## src/rtl/rsc_pkg.sv

```systemverilog
package rsc_pkg;
    // ********************
    // selector values
    // ********************
    localparam logic [1:0] RUN_SRC_KEYPAD = 2'h0;
    localparam logic [1:0] RUN_SRC_CONTACT = 2'h1;
    localparam logic [1:0] RUN_SRC_RESET = 2'h0;
    localparam logic [3:0] FREQ_SRC_KEYPAD = 4'h0;
    localparam logic [3:0] FREQ_SRC_REMOTE = 4'h3;
    localparam logic [3:0] FREQ_SRC_REMOTE_MAX = 4'h4;
    localparam logic [3:0] FREQ_SRC_RESET = 4'h0;
    localparam logic [1:0] LINK_FUNC_RESET = 2'h0;
    localparam int LINK_FUNC_OP_BIT = 1;
    localparam logic REV_INHIBIT_ON = 1'b1;
    localparam logic STOP_RAMP = 1'b0;

    // ********************
    // serial link
    // ********************
    localparam logic [7:0] STATION_ADDR_RESET = 8'h01;
    localparam logic [7:0] FUNC_WRITE_SINGLE = 8'h06;
    localparam logic [15:0] CMD_WORD_ADDR = 16'h0706;
    localparam int CMD_FWD_BIT = 0;
    localparam int CMD_REV_BIT = 1;
    localparam logic [15:0] CMD_WORD_RESET = 16'h0000;
    localparam logic [15:0] CRC_INIT = 16'hFFFF;
    localparam logic [15:0] CRC_POLY = 16'hA001;
    localparam int FRAME_BYTES = 8;
    localparam int CLK_HZ = 50000000;
    localparam int BAUD_DEFAULT = 9600;
    localparam int BIT_CYCLES = CLK_HZ / BAUD_DEFAULT;
    localparam int GAP_BITS = 35;

    // ********************
    // backlight
    // ********************
    localparam int BACKLIGHT_MINUTES = 5;
    localparam longint BACKLIGHT_CYCLES = 64'(BACKLIGHT_MINUTES) * 64'd60 * 64'(CLK_HZ);

    // ********************
    // displayed state and mode
    // ********************
    typedef enum logic [2:0]
    {
        ST_STOP = 3'b001,
        ST_FWD = 3'b010,
        ST_REV = 3'b100
    } rsc_run_t;

    typedef enum logic [3:0]
    {
        MODE_TERMINAL = 4'b0001,
        MODE_KEYPAD = 4'b0010,
        MODE_SERIAL = 4'b0100,
        MODE_JOG = 4'b1000
    } rsc_mode_t;

    typedef struct packed
    {
        logic forward_key;
        logic reverse_key;
        logic stop_key;
        logic reset_key;
        logic up_key;
        logic menu_key;
    } rsc_keys_t;

    typedef struct packed
    {
        logic [1:0] run_source_select;
        logic [3:0] frequency_source_select;
        logic [1:0] serial_link_function;
        logic reverse_inhibit;
        logic stop_method_select;
        logic [7:0] station_addr;
    } rsc_cfg_t;
endpackage

```

## src/rtl/rsc_rx.sv

```systemverilog
`timescale 1ns/1ps
// serial receiver: 8N1 bytes, frame gap, crc16 over each frame
module rsc_rx #(
    parameter int BIT_CYCLES = rsc_pkg::BIT_CYCLES
)(
    input wire logic clock,
    input wire logic reset_n,
    input wire logic rxd,
    output logic byte_valid,
    output logic [7:0] byte_data,
    output logic frame_gap,
    output logic [15:0] crc
);
    typedef struct packed
    {
        logic [2:0] sync;
        logic busy;
        logic [15:0] cnt;
        logic [3:0] bitn;
        logic [7:0] sh;
        logic bv;
        logic [7:0] bd;
        logic [23:0] idle;
        logic gap;
        logic [15:0] crc;
    } rsc_rx_t;

    rsc_rx_t s_r, s_nxt;

    // crc16 step over one byte
    function automatic logic [15:0] crc_byte(input logic [15:0] c, input logic [7:0] d);
        logic [15:0] x;
        x = c ^ {8'h00, d};
        for (int i = 0; i < 8; i++)
        begin
            x = x[0] ? ((x >> 1) ^ rsc_pkg::CRC_POLY) : (x >> 1);
        end
        return x;
    endfunction

    // ********************
    // next state
    // ********************
    always_comb
    begin
        logic line;
        s_nxt = s_r;
        s_nxt.sync = {s_r.sync[1:0], rxd};
        line = s_r.sync[2];
        s_nxt.bv = 1'b0;
        s_nxt.gap = 1'b0;
        if (!s_r.busy)
        begin
            if (s_r.sync[2] == s_r.sync[1] && !line)
            begin
                s_nxt.busy = 1'b1;
                s_nxt.cnt = 16'(BIT_CYCLES / 2);
                s_nxt.bitn = 4'h0;
                s_nxt.idle = 24'h0000_00;
            end
            else if (s_r.idle == 24'(BIT_CYCLES * rsc_pkg::GAP_BITS))
            begin
                s_nxt.gap = 1'b1; // frame ended
                s_nxt.idle = s_r.idle + 24'h0000_01;
                s_nxt.crc = rsc_pkg::CRC_INIT;
            end
            else if (s_r.idle < 24'(BIT_CYCLES * rsc_pkg::GAP_BITS))
            begin
                s_nxt.idle = s_r.idle + 24'h0000_01;
            end
        end
        else if (s_r.cnt != 16'h0000)
        begin
            s_nxt.cnt = s_r.cnt - 16'h0001;
        end
        else
        begin
            s_nxt.cnt = 16'(BIT_CYCLES - 1);
            s_nxt.bitn = s_r.bitn + 4'h1;
            if (s_r.bitn == 4'h0 && line)
            begin
                s_nxt.busy = 1'b0; // false start
            end
            else if (s_r.bitn >= 4'h1 && s_r.bitn <= 4'h8)
            begin
                s_nxt.sh = {line, s_r.sh[7:1]};
            end
            else if (s_r.bitn == 4'h9)
            begin
                s_nxt.busy = 1'b0;
                if (line)
                begin
                    s_nxt.bv = 1'b1;
                    s_nxt.bd = s_r.sh;
                    s_nxt.crc = crc_byte(s_r.crc, s_r.sh);
                end
            end
        end
    end

    // ********************
    // state register
    // ********************
    always_ff @(posedge clock or negedge reset_n)
    begin
        if (!reset_n)
        begin
            s_r <= '{sync: 3'h7, crc: rsc_pkg::CRC_INIT, default: '0};
        end
        else
        begin
            s_r <= s_nxt;
        end
    end

    assign byte_valid = s_r.bv;
    assign byte_data = s_r.bd;
    assign frame_gap = s_r.gap;
    assign crc = s_r.crc;
endmodule

```

## src/rtl/rsc_top.sv

```systemverilog
`timescale 1ns/1ps
// Contract
// - keypad run source when selector 0, default
// - selector 1 follows external contact input
// - forward and reverse keys start keypad runs
// - reverse inhibit refuses reverse commands
// - stop uses chosen method, ramp default
// - link function bit 1 enables operation; frequency bit has no effect
// - default station 1, 9600 8N1
// - command word bits: forward, reverse
// - zero word written stops drive
// - frames end with checked crc16
// - detach of active keypad stops, alarms
// - run lamp after forward/reverse key
// - show run state and operation mode
// - backlight on key/power, off after 5 minutes
// - reset cancels input, clears trip on alarm screen
// - stop+reset toggles frequency source local/remote
// - stop+up toggles jogging mode
module rsc_top #(
    parameter int BIT_CYCLES = rsc_pkg::BIT_CYCLES,
    parameter longint BACKLIGHT_CYCLES = rsc_pkg::BACKLIGHT_CYCLES
)(
    input wire logic clock,
    input wire logic reset_n,
    input wire logic rxd,
    input rsc_pkg::rsc_keys_t keys,
    input wire logic keypad_present,
    input wire logic contact_run,
    input wire logic contact_rev,
    input rsc_pkg::rsc_cfg_t cfg_in,
    input wire logic cfg_load,
    input wire logic alarm_screen,
    output logic run_fwd,
    output logic run_rev,
    output logic coast_stop,
    output logic run_led,
    output logic backlight,
    output logic keypad_alarm,
    output logic trip_clear,
    output logic input_cancel,
    output rsc_pkg::rsc_run_t run_state,
    output rsc_pkg::rsc_mode_t op_mode,
    output logic [1:0] run_source_select,
    output logic [3:0] frequency_source_select,
    output logic [15:0] operation_command_word
);
    typedef struct packed
    {
        logic [2:0] pres_s;
        logic [2:0] crun_s;
        logic [2:0] crev_s;
        logic [17:0] keys_s;
        logic pres;
        logic crun;
        logic crev;
        rsc_pkg::rsc_keys_t k;
        rsc_pkg::rsc_keys_t kprev;
        rsc_pkg::rsc_cfg_t cfg;
        logic jogging_mode;
        logic kfwd;
        logic krev;
        logic alarm;
        logic [15:0] cmd;
        logic [3:0] nbytes;
        logic [5:0][7:0] fr;
        logic [39:0] bl_cnt;
        logic bl;
        rsc_pkg::rsc_run_t st;
        rsc_pkg::rsc_mode_t mode;
        logic coast;
        logic tclr;
        logic icancel;
    } rsc_st_t;

    rsc_st_t s_r, s_nxt;
    logic byte_valid;
    logic [7:0] byte_data;
    logic frame_gap;
    logic [15:0] crc;

    // ********************
    // serial receiver
    // ********************
    rsc_rx #(
        .BIT_CYCLES(BIT_CYCLES)
    ) u_rx (
        .clock(clock),
        .reset_n(reset_n),
        .rxd(rxd),
        .byte_valid(byte_valid),
        .byte_data(byte_data),
        .frame_gap(frame_gap),
        .crc(crc)
    );

    // stable once last two stages agree
    function automatic logic settle(input logic [2:0] sh, input logic old);
        return (sh[2] == sh[1]) ? sh[2] : old;
    endfunction

    // key pressed this cycle
    function automatic logic rose(input logic now, input logic was);
        return now & ~was;
    endfunction

    // ********************
    // next state
    // ********************
    always_comb
    begin
        logic keypad_src;
        logic any_key;
        logic stop_req;
        logic fwd_req;
        logic rev_req;
        logic [15:0] w;
        s_nxt = s_r;
        keypad_src = 1'b0;
        any_key = 1'b0;
        stop_req = 1'b0;
        fwd_req = 1'b0;
        rev_req = 1'b0;
        w = 16'h0000;
        s_nxt.tclr = 1'b0;
        s_nxt.icancel = 1'b0;
        // pin synchronisers
        s_nxt.pres_s = {s_r.pres_s[1:0], keypad_present};
        s_nxt.crun_s = {s_r.crun_s[1:0], contact_run};
        s_nxt.crev_s = {s_r.crev_s[1:0], contact_rev};
        s_nxt.pres = settle(s_r.pres_s, s_r.pres);
        s_nxt.crun = settle(s_r.crun_s, s_r.crun);
        s_nxt.crev = settle(s_r.crev_s, s_r.crev);
        for (int i = 0; i < 6; i++)
        begin
            s_nxt.keys_s[3*i +: 3] = {s_r.keys_s[3*i +: 2], keys[i]};
            s_nxt.k[i] = settle(s_r.keys_s[3*i +: 3], s_r.k[i]);
        end
        s_nxt.kprev = s_r.k;
        if (cfg_load)
        begin
            s_nxt.cfg = cfg_in;
        end
        keypad_src = (s_r.cfg.run_source_select == rsc_pkg::RUN_SRC_KEYPAD) ||
            (s_r.cfg.frequency_source_select == rsc_pkg::FREQ_SRC_KEYPAD);
        any_key = |(s_r.k & ~s_r.kprev);
        // keypad or contact commands
        if (s_r.cfg.run_source_select == rsc_pkg::RUN_SRC_KEYPAD)
        begin
            fwd_req = rose(s_r.k.forward_key, s_r.kprev.forward_key);
            rev_req = rose(s_r.k.reverse_key, s_r.kprev.reverse_key);
            stop_req = rose(s_r.k.stop_key, s_r.kprev.stop_key) &&
                !s_r.k.reset_key && !s_r.k.up_key;
            s_nxt.kfwd = fwd_req ? 1'b1 : (rev_req ? 1'b0 : s_r.kfwd);
            s_nxt.krev = rev_req && !fwd_req ? 1'b1 : (fwd_req ? 1'b0 : s_r.krev);
        end
        else if (s_r.cfg.run_source_select == rsc_pkg::RUN_SRC_CONTACT)
        begin
            fwd_req = s_r.crun && !s_r.crev;
            rev_req = s_r.crun && s_r.crev;
            stop_req = !s_r.crun;
        end
        // serial frame: addr, 06, reg hi/lo, data hi/lo, crc lo/hi
        if (frame_gap)
        begin
            s_nxt.nbytes = 4'h0;
        end
        else if (byte_valid && s_r.nbytes < 4'(rsc_pkg::FRAME_BYTES))
        begin
            if (s_r.nbytes < 4'h6)
            begin
                s_nxt.fr[s_r.nbytes[2:0]] = byte_data;
            end
            s_nxt.nbytes = s_r.nbytes + 4'h1;
            if (s_r.nbytes == 4'(rsc_pkg::FRAME_BYTES - 1) && crc == 16'h0000 &&
                s_r.fr[0] == s_r.cfg.station_addr &&
                s_r.fr[1] == rsc_pkg::FUNC_WRITE_SINGLE &&
                {s_r.fr[2], s_r.fr[3]} == rsc_pkg::CMD_WORD_ADDR)
            begin
                w = {s_r.fr[4], s_r.fr[5]};
                s_nxt.cmd = w;
                if (s_r.cfg.serial_link_function[rsc_pkg::LINK_FUNC_OP_BIT])
                begin
                    fwd_req = w[rsc_pkg::CMD_FWD_BIT] && !w[rsc_pkg::CMD_REV_BIT];
                    rev_req = w[rsc_pkg::CMD_REV_BIT] && !w[rsc_pkg::CMD_FWD_BIT];
                    stop_req = !fwd_req && !rev_req;
                end
            end
        end
        // refuse reverse when inhibited
        if (s_r.cfg.reverse_inhibit == rsc_pkg::REV_INHIBIT_ON)
        begin
            rev_req = 1'b0;
        end
        // keypad detached while active source
        if (!s_r.pres && keypad_src)
        begin
            s_nxt.alarm = 1'b1;
            stop_req = 1'b1;
        end
        // reset key
        if (rose(s_r.k.reset_key, s_r.kprev.reset_key) && !s_r.k.stop_key)
        begin
            s_nxt.icancel = 1'b1;
            if (alarm_screen)
            begin
                s_nxt.tclr = 1'b1;
                s_nxt.alarm = !s_r.pres && keypad_src;
            end
        end
        // local/remote toggle
        if (s_r.k.stop_key && rose(s_r.k.reset_key, s_r.kprev.reset_key))
        begin
            if (s_r.cfg.frequency_source_select == rsc_pkg::FREQ_SRC_KEYPAD)
            begin
                s_nxt.cfg.frequency_source_select = rsc_pkg::FREQ_SRC_REMOTE;
            end
            else if (s_r.cfg.frequency_source_select <= rsc_pkg::FREQ_SRC_REMOTE_MAX)
            begin
                s_nxt.cfg.frequency_source_select = rsc_pkg::FREQ_SRC_KEYPAD;
            end
        end
        // jogging toggle
        if (s_r.k.stop_key && rose(s_r.k.up_key, s_r.kprev.up_key))
        begin
            s_nxt.jogging_mode = !s_r.jogging_mode;
        end
        // run state, stop wins
        if (stop_req || s_r.alarm)
        begin
            s_nxt.st = rsc_pkg::ST_STOP;
            s_nxt.coast = (s_r.cfg.stop_method_select != rsc_pkg::STOP_RAMP);
            s_nxt.kfwd = 1'b0;
            s_nxt.krev = 1'b0;
        end
        else if (fwd_req)
        begin
            s_nxt.st = rsc_pkg::ST_FWD;
            s_nxt.coast = 1'b0;
        end
        else if (rev_req)
        begin
            s_nxt.st = rsc_pkg::ST_REV;
            s_nxt.coast = 1'b0;
        end
        // displayed mode
        if (s_r.jogging_mode)
        begin
            s_nxt.mode = rsc_pkg::MODE_JOG;
        end
        else if (s_r.cfg.serial_link_function[rsc_pkg::LINK_FUNC_OP_BIT])
        begin
            s_nxt.mode = rsc_pkg::MODE_SERIAL;
        end
        else if (s_r.cfg.run_source_select == rsc_pkg::RUN_SRC_KEYPAD)
        begin
            s_nxt.mode = rsc_pkg::MODE_KEYPAD;
        end
        else
        begin
            s_nxt.mode = rsc_pkg::MODE_TERMINAL;
        end
        // backlight timeout
        if (any_key)
        begin
            s_nxt.bl = 1'b1;
            s_nxt.bl_cnt = 40'(BACKLIGHT_CYCLES);
        end
        else if (s_r.bl_cnt != 40'h00_0000_0000)
        begin
            s_nxt.bl_cnt = s_r.bl_cnt - 40'h00_0000_0001;
        end
        else
        begin
            s_nxt.bl = 1'b0;
        end
    end

    // ********************
    // state register
    // ********************
    always_ff @(posedge clock or negedge reset_n)
    begin
        if (!reset_n)
        begin
            s_r <= '{
                pres_s: 3'h7, pres: 1'b1, keys_s: '0, k: '0, kprev: '0,
                cfg: '{run_source_select: rsc_pkg::RUN_SRC_RESET,
                    frequency_source_select: rsc_pkg::FREQ_SRC_RESET,
                    serial_link_function: rsc_pkg::LINK_FUNC_RESET,
                    reverse_inhibit: 1'b0, stop_method_select: rsc_pkg::STOP_RAMP,
                    station_addr: rsc_pkg::STATION_ADDR_RESET},
                cmd: rsc_pkg::CMD_WORD_RESET,
                bl_cnt: 40'(BACKLIGHT_CYCLES), bl: 1'b1,
                st: rsc_pkg::ST_STOP, mode: rsc_pkg::MODE_KEYPAD,
                default: '0};
        end
        else
        begin
            s_r <= s_nxt;
        end
    end

    // ********************
    // outputs
    // ********************
    assign run_fwd = (s_r.st == rsc_pkg::ST_FWD);
    assign run_rev = (s_r.st == rsc_pkg::ST_REV);
    assign coast_stop = s_r.coast;
    assign run_led = s_r.kfwd | s_r.krev;
    assign backlight = s_r.bl;
    assign keypad_alarm = s_r.alarm;
    assign trip_clear = s_r.tclr;
    assign input_cancel = s_r.icancel;
    assign run_state = s_r.st;
    assign op_mode = s_r.mode;
    assign run_source_select = s_r.cfg.run_source_select;
    assign frequency_source_select = s_r.cfg.frequency_source_select;
    assign operation_command_word = s_r.cmd;
endmodule

```

## config.mk

```make
export PLATFORM = sky130hd
export DESIGN_NAME = rsc_top
export DESIGN_NICKNAME = d
export VERILOG_FILES = /design/src/rtl/rsc_pkg.sv /design/src/rtl/rsc_rx.sv /design/src/rtl/rsc_top.sv
export SDC_FILE = /design/constraint.sdc
export NUM_CORES = 1
export LEC_CHECK = 0
export ABC_AREA = 1
export ABC_CLOCK_PERIOD_IN_PS = 1700
export BUFFER_PORTS_ARGS = -buffer_cell sky130_fd_sc_hd__clkbuf_2
export CAP_MARGIN = 20
export CORE_MARGIN = 2
export CORE_UTILIZATION = 49
export DETAILED_ROUTE_END_ITERATION = 16
export PLACE_DENSITY_LB_ADDON = 0.05
export SETUP_SLACK_MARGIN = 0.05
export SYNTH_ARGS = -nofsm -noshare
export SYNTH_HDL_FRONTEND = slang
export SYNTH_HIERARCHICAL = 1
export SYNTH_SLANG_ARGS = --single-unit
```

## constraint.sdc

```tcl
create_clock -name clock -period 1.7 [get_ports clock]
set_input_delay 0.085 -clock clock [delete_from_list [all_inputs] [get_ports clock]]
set_output_delay 0.085 -clock clock [all_outputs]
set_load 0.1 [all_outputs]
```

==> impl_results.md, run 1 <==
- CP top delay family: simple AND/OR/NAND/NOR gates
- Initial Utilization: 0.496
- Metal2 WL: 17700 µm
- Final GP Congestion: 0.862
- Final Hold Viols: 0
- Num rows: 60
- Inserted Clock Buffers: 30
- CP Buf/Inv Count: 2
- Share of cells above drive strength 1: 0.454
- Crit-path cells: nor2_2 -> nand2_1 -> nor2_2 -> nand2_4 -> nor3_4 -> nand3_4 -> buf_6 -> clkinvlp_4 -> nor3_2
- Synth area leader: dfrtp_1
- Syn nets: 1599
- Final Cell Area: 18800 µm²
- DRC viols: 0
- Worst slew margin: 0.620
- Worst setup SP type: flip-flop
- Setup WS pre-CTS: -0.184 ns
- #FFs+latches synth: 264
- FF-to-FF Start: s_r[35]
- Setup violators final: 117
- Gr usage total: 0.244
- Drt total wl: 35300 µm
- Final WS setup: -0.187 ns
- Cell leakage power: 0.00866 µW
- Max Cap Viol: 0
- Top Metal Used: met4
- DR WL/cell: 15.9 µm
- Via count of the first global-routing pass: 11388
- Core region area: 26700 µm²
- DIE WIDTH: 168 µm
- Initial antenna violation count: 0
- Syn Area/Cell: 8.51 µm²
- Critical Path Sink Type: flip-flop
- Nets: 1901
- Critical path class: reg -> reg
- Drt first pass iters: 5
- Netlist cell types: 60
- CP Data Required Time: 2.14 ns
- Dpl hpwl: 22900 µm
- Crit path depth: 9
- Count of input and output buffers: 67
- I/O pin cnt: 69
- CTS clk-pin slew, worst paths: 0.06 ns
- Synth top area cells: dfrtp_1 42%, nand2_1 9.6%, dfstp_2 8.3%
- CP peak stage delay: 0.45 ns
- Crit-path most repeated cell: nor2_2
- Failing checks: setup timing
- Placed cells: 2074
- Maximum VDD drop: 0.924 mV
- Iter 0 DRT Violations: 680
- Largest net degree at the start of global routing: 56
- Pwr/cell area: 861 nW/µm²
- Area after DPL: 15100 µm²
- Antenna cells: 0
- Synth Instances: 1556
- Worst-Margin Slew: 0.570 ns
- Min cycle time layout: 1.89 ns
- Total number of vias: 11302
- Fmax: 530 MHz
- Worst Path Arrival: 2.32 ns
- Root Driver: clkbuf_16
- RSZ-0062 raised after global routing: true
- Slowest CP cell: dfrtp_2
- Global route overflow: 0
- Fin crit share: 1.11
- Max Buffers Root-to-Sink: 3
- Layout area overhead: 42.1%
- Commonest non-fill, non-tap cell in the layout: nand2_1
- Die area: 28400 µm²
- Worst Path Max Fanout: 7
- Reg2Reg Setup Slack: -0.19 ns
- Reg2reg path depth: 9
- Via density per instance: 5.08
- Clk_skew: 0.00815 ns
- Met3 routed WL: 1330 µm
- Reg-to-Reg End: s_r[32]
- Slew Limit Fails: 0
- WL met1: 15300 µm
- Hold crit path type: in -> async
- Post-synthesis sequential area ratio: 0.503
- Most frequent cells in the layout: 244 x nand2_1, 217 x dfrtp_1, 198 x buf_4
- Syn Std Cell Area: 13200 µm²
- H-tree lvl count: 1
- DRT antenna net count: 0
- Worst skew pair latency: 0.55 ns
- TritonCTS clock tree: built
- Synth top area share: 0.419
- Sink Count: 264
- Die Ht: 168 µm
- Status: complete, but fails checks
- Ys Warns: 6
- Final non-filler cell total: 2223
- PnR Total Power: 16200 µW
- First-pass GRT wire length: 56200 µm
-- final cells by class --
type,count,area (µm²)
Timing Repair Buffer,349,2970
Clock inverter,16,229
Timing Repair inverter,1,7.51
Multi-Input combinational cell,1004,6820
Clock buffer,40,880
Fill cell,2043,7900
Inverter,208,832
Tap cell,341,427
Sequential cell,264,6670
-- kinds of logic (layout without fill, tap and decap cells) --
logic type               after synthesis  in the layout  synth area share
AO/OA/AOI/OAI                        204            204            0.0927
XOR/XNOR                              43             43            0.0290
adder cells (fa/ha/maj)               20             20            0.0172
buffers and inverters                289            614             0.102
flip-flops                           264            264             0.503
multiplexers                          19             19            0.0177
AND/OR/NAND/NOR                      717            718             0.239
-- metal layers --
layer,vias up,GRT usage
met1,5468,0.320
met5,-,0
li1,5537,-
met3,74,0.0308
met4,0,0.0716
met2,223,0.427
-- synth_stat cells (all sizes together) --
library cell  instances
nand2               351
dfrtp               222
inv                 205
nor2                192
o21ai               130
buf                  67
nand3                64
a21oi                44
nor3                 44
dfstp                42
xor2                 33
nand4                26
or2                  19
mux2                 17
clkbuf               14
ha                   11
xnor2                10
maj3                  9
nor4                  8
o22ai                 8
nand3b                7
a31oi                 5
and2                  4
o211ai                4
o221ai                4
clkinv                3
a22oi                 2
mux2i                 2
nor3b                 2
o31ai                 2
a211o                 1
a21boi                1
a22o                  1
o2111ai               1
o21bai                1
-- timing repair --
action	CTS	global route
pin swaps	75	105
hold buffers	29	0
setup buffers	42	20
gates resized for setup	230	276
gates cloned	10	0
endpoints found under the setup margin	134	154
hold endpoints to repair	251	0
-- how the worst max path moves through the flow --
stage	start	to
global route	s_r[100]	coast_stop
floorplan	s_r[100]	operation_command_word[10]
CTS	s_r[100]	coast_stop
global placement	u_rx/crc[11]	operation_command_word[13]
detailed placement	u_rx/crc[11]	operation_command_word[13]
finish	s_r[35]	s_r[32]
-- where the power goes --
part	internal [µW]	total, µW	switching, µW
sequential	6530	6700	168
combinational	852	2450	1600
clock	4400	7060	2660
-- per-stage QoR --
| stage | setup TNS [ns] | utilization | hold slack [ns] |
|---|---|---|---|
| 3_5_place_dp | -5.18 | 0.564 | 0.0502 |
| 4_1_cts | -3.60 | 0.666 | 0.0556 |
| 2_1_floorplan | -0.115 | - | -0.211 |
| 3_3_place_gp | -3.94 | 0.564 | 0.0470 |
| 5_1_grt | -21.96 | 0.704 | 0.0798 |
| 6_report | -8.75 | 0.704 | 0.0445 |
No activity file was read; power rests on OpenSTA's default activity.
==> inputs of run 2 (changes only) <==
- ABC_CLOCK_PERIOD_IN_PS: 1700 -> 2450
- clock period: 1.7 -> 2.45 ns (I/O delays scaled with it)
==> run 2 against run 1 <==
  * The run now ends clean
  * Hold slack better by 0.095 ns
  * Clock skew up 0.0041 ns
  * Setup slack better by 0.50 ns
  * Cell count down 11%
  * Non-clock buffer count down 239
  * Critical endpoint is now s_r[21]
  * Highest routed layer unchanged
==> impl_results.md, run 2 (synthesized netlist as in run 1, its figures left out) <==
- Status: completed
- Sink Count: 264 (unchanged)
- Max Buffers Root-to-Sink: 3 (unchanged)
- Slew Limit Fails: 0 (unchanged)
- Final WS setup: 0.315 ns (+0.502 ns)
- CTS Hold Bufs: 29 (unchanged)
- Total negative slack: 0 ns (+8.75 ns)
- CP Data Required Time: 2.94 ns (+0.80 ns)
- CTS clk-pin slew, worst paths: 0.06 ns (about the same)
- Worst Path Max Fanout: 6 (-1)
- Reg2Reg Setup Slack: 0.31 ns (+0.50 ns)
- Global route overflow: 0 (unchanged)
- Initial antenna violation count: 0 (unchanged)
- Worst slew margin: 0.505 (-0.115)
- Setup WS pre-CTS: 0.286 ns (+0.470 ns)
- I/O pin cnt: 69 (unchanged)
- Count of input and output buffers: 67 (unchanged)
- DIE WIDTH: 168 µm (unchanged)
- Hold crit path type: in -> async
- Iter 0 DRT Violations: 746 (+9.7%)
- Core region area: 26700 µm² (unchanged)
- Maximum VDD drop: 0.530 mV (-43%)
- # resized after CTS: 0 (-100%)
- Critical path class: reg -> reg
- Nets: 1659 (-13%)
- Dpl hpwl: 20100 µm (-12%)
- Drt total wl: 28300 µm (-20%)
- Commonest non-fill, non-tap cell in the layout: nand2_1
- Via count of the first global-routing pass: 9361 (-18%)
- Gr usage total: 0.205 (-0.0394)
- Inserted Clock Buffers: 29 (-3.3%)
- Most frequent cells in the layout: 340 x nand2_1, 222 x dfrtp_1, 180 x inv_1
- Fmax: 468 MHz (-12%)
- Worst Path Arrival: 2.62 ns (+0.30 ns)
- Post-CTS repair timing setup buffer count: 0 (-100%)
- Worst skew pair latency: 0.56 ns (about the same)
- Reg2reg path depth: 13 (+4)
- Max Cap Viol: 0 (unchanged)
- Min cycle time layout: 2.14 ns (+0.248 ns)
- Setup violators final: 0 (-100%)
- Worst-Margin Slew: 0.742 ns (+0.172 ns)
- M2 GR Usage: 0.319 (-0.108)
- Final Hold Viols: 0 (unchanged)
- Worst setup SP type: flip-flop
- Fin crit share: 0.871 (-0.239)
- Total number of vias: 9900 (-12%)
- Die area: 28400 µm² (unchanged)
- Num rows: 60 (unchanged)
- Reg-to-Reg End: s_r[21]
- Largest net degree at the start of global routing: 77 (+38%)
- Via density per instance: 5.00 (-1.7%)
- Root Driver: clkbuf_16
- Layout area overhead: 12.2%
- FF-to-FF Start: s_r[11]
- H-tree lvl count: 1 (unchanged)
- Share of cells above drive strength 1: 0.183 (-0.271)
- Die Ht: 168 µm (unchanged)
- Initial Utilization: 0.496 (unchanged)
- Pwr/cell area: 684 nW/µm² (-21%)
- CP startpoint: s_r[11]
- First-pass GRT wire length: 47800 µm (-15%)
- TritonCTS clock tree: built
- DRT antenna net count: 0 (unchanged)
- DR WL/cell: 14.3 µm (-9.8%)
- Met1 Use GR: 0.309 (-0.0107)
- DRC viols: 0 (unchanged)
- Cell leakage power: 0.00703 µW (-19%)
- GRT Max-Usage Layer: met2
- Critical Path Sink Type: flip-flop
- Final GP Congestion: 0.907 (+5.3%)
- Antenna cells: 0 (unchanged)
- Clk_skew: 0.0122 ns (+0.00407 ns)
- Met3 GRT Util: 0.0247 (-0.00611)
- Drt first pass iters: 5 (unchanged)
- RSZ-0062 raised after global routing: false
[run 2: how the worst max path moves through the flow]
stage | endpoint | slack [ns] | cells past startpoint
3_5_place_dp | s_r[21] | 0.29 | 13
4_1_cts | s_r[21] | 0.27 | 13
2_1_floorplan | run_fwd | 0.61 | 3
3_3_place_gp | s_r[21] | 0.32 | 13
5_1_grt | s_r[21] | 0.05 | 13
6_report | s_r[21] | 0.31 | 13
[run 2: power breakdown]
part / leakage (µW) / switching, µW / total [µW] / internal, µW
registers: 0.00336 / 107 / 4640 / 4530
logic: 0.00318 / 880 / 1170 / 292
clock network: 0.000488 / 1770 / 4360 / 2590
total: 0.00703 / 2760 / 10200 / 7410
[run 2: layout make-up]
class / count / area [µm²]
clock inverters: 9 / 85.1
repair buffers: 110 / 778
well taps: 341 / 427
inverters: 208 / 783
fillers: 2485 / 11900
clock buffers: 45 / 886
multi-input cells: 1003 / 5250
flip-flops and latches: 264 / 6660
[run 2: metrics by stage]
step                      hold slack (ns)  utilization  power, µW  instances  area, µm²
after floorplan                    -0.173            -       5550       1556      13300
after detailed placement            0.154        0.509       5850       1897      13600
after global placement              0.150        0.509       5840       1897      13600
after CTS                           0.152        0.556      10300       1980      14900
final                               0.140        0.556      10200       1980      14900
after global routing                0.178        0.556      10600       1980      14900
[run 2: critical path, cell delays in order, from the launching register on]
cell and delay [ns]:
dfrtp_1 0.40, inv_2 0.11, ha_1 0.24, inv_1 0.09, nor2_2 0.23, nand2_1 0.14
nor2_2 0.11, nand4_1 0.10, nor2_2 0.25, nor2_1 0.13, nand2_1 0.07, nand2_1 0.04
a21oi_1 0.11, inv_1 0.05
[run 2: layer usage]
| metal | vias up | wire (µm) | share of wire |
|---|---|---|---|
| li1 | 5041 | - | - |
| met3 | 35 | 1130 | 0.040 |
| met5 | - | 0 | 0 |
| met1 | 4653 | 14200 | 0.50 |
| met4 | 0 | 493 | 0.017 |
| met2 | 171 | 12500 | 0.44 |
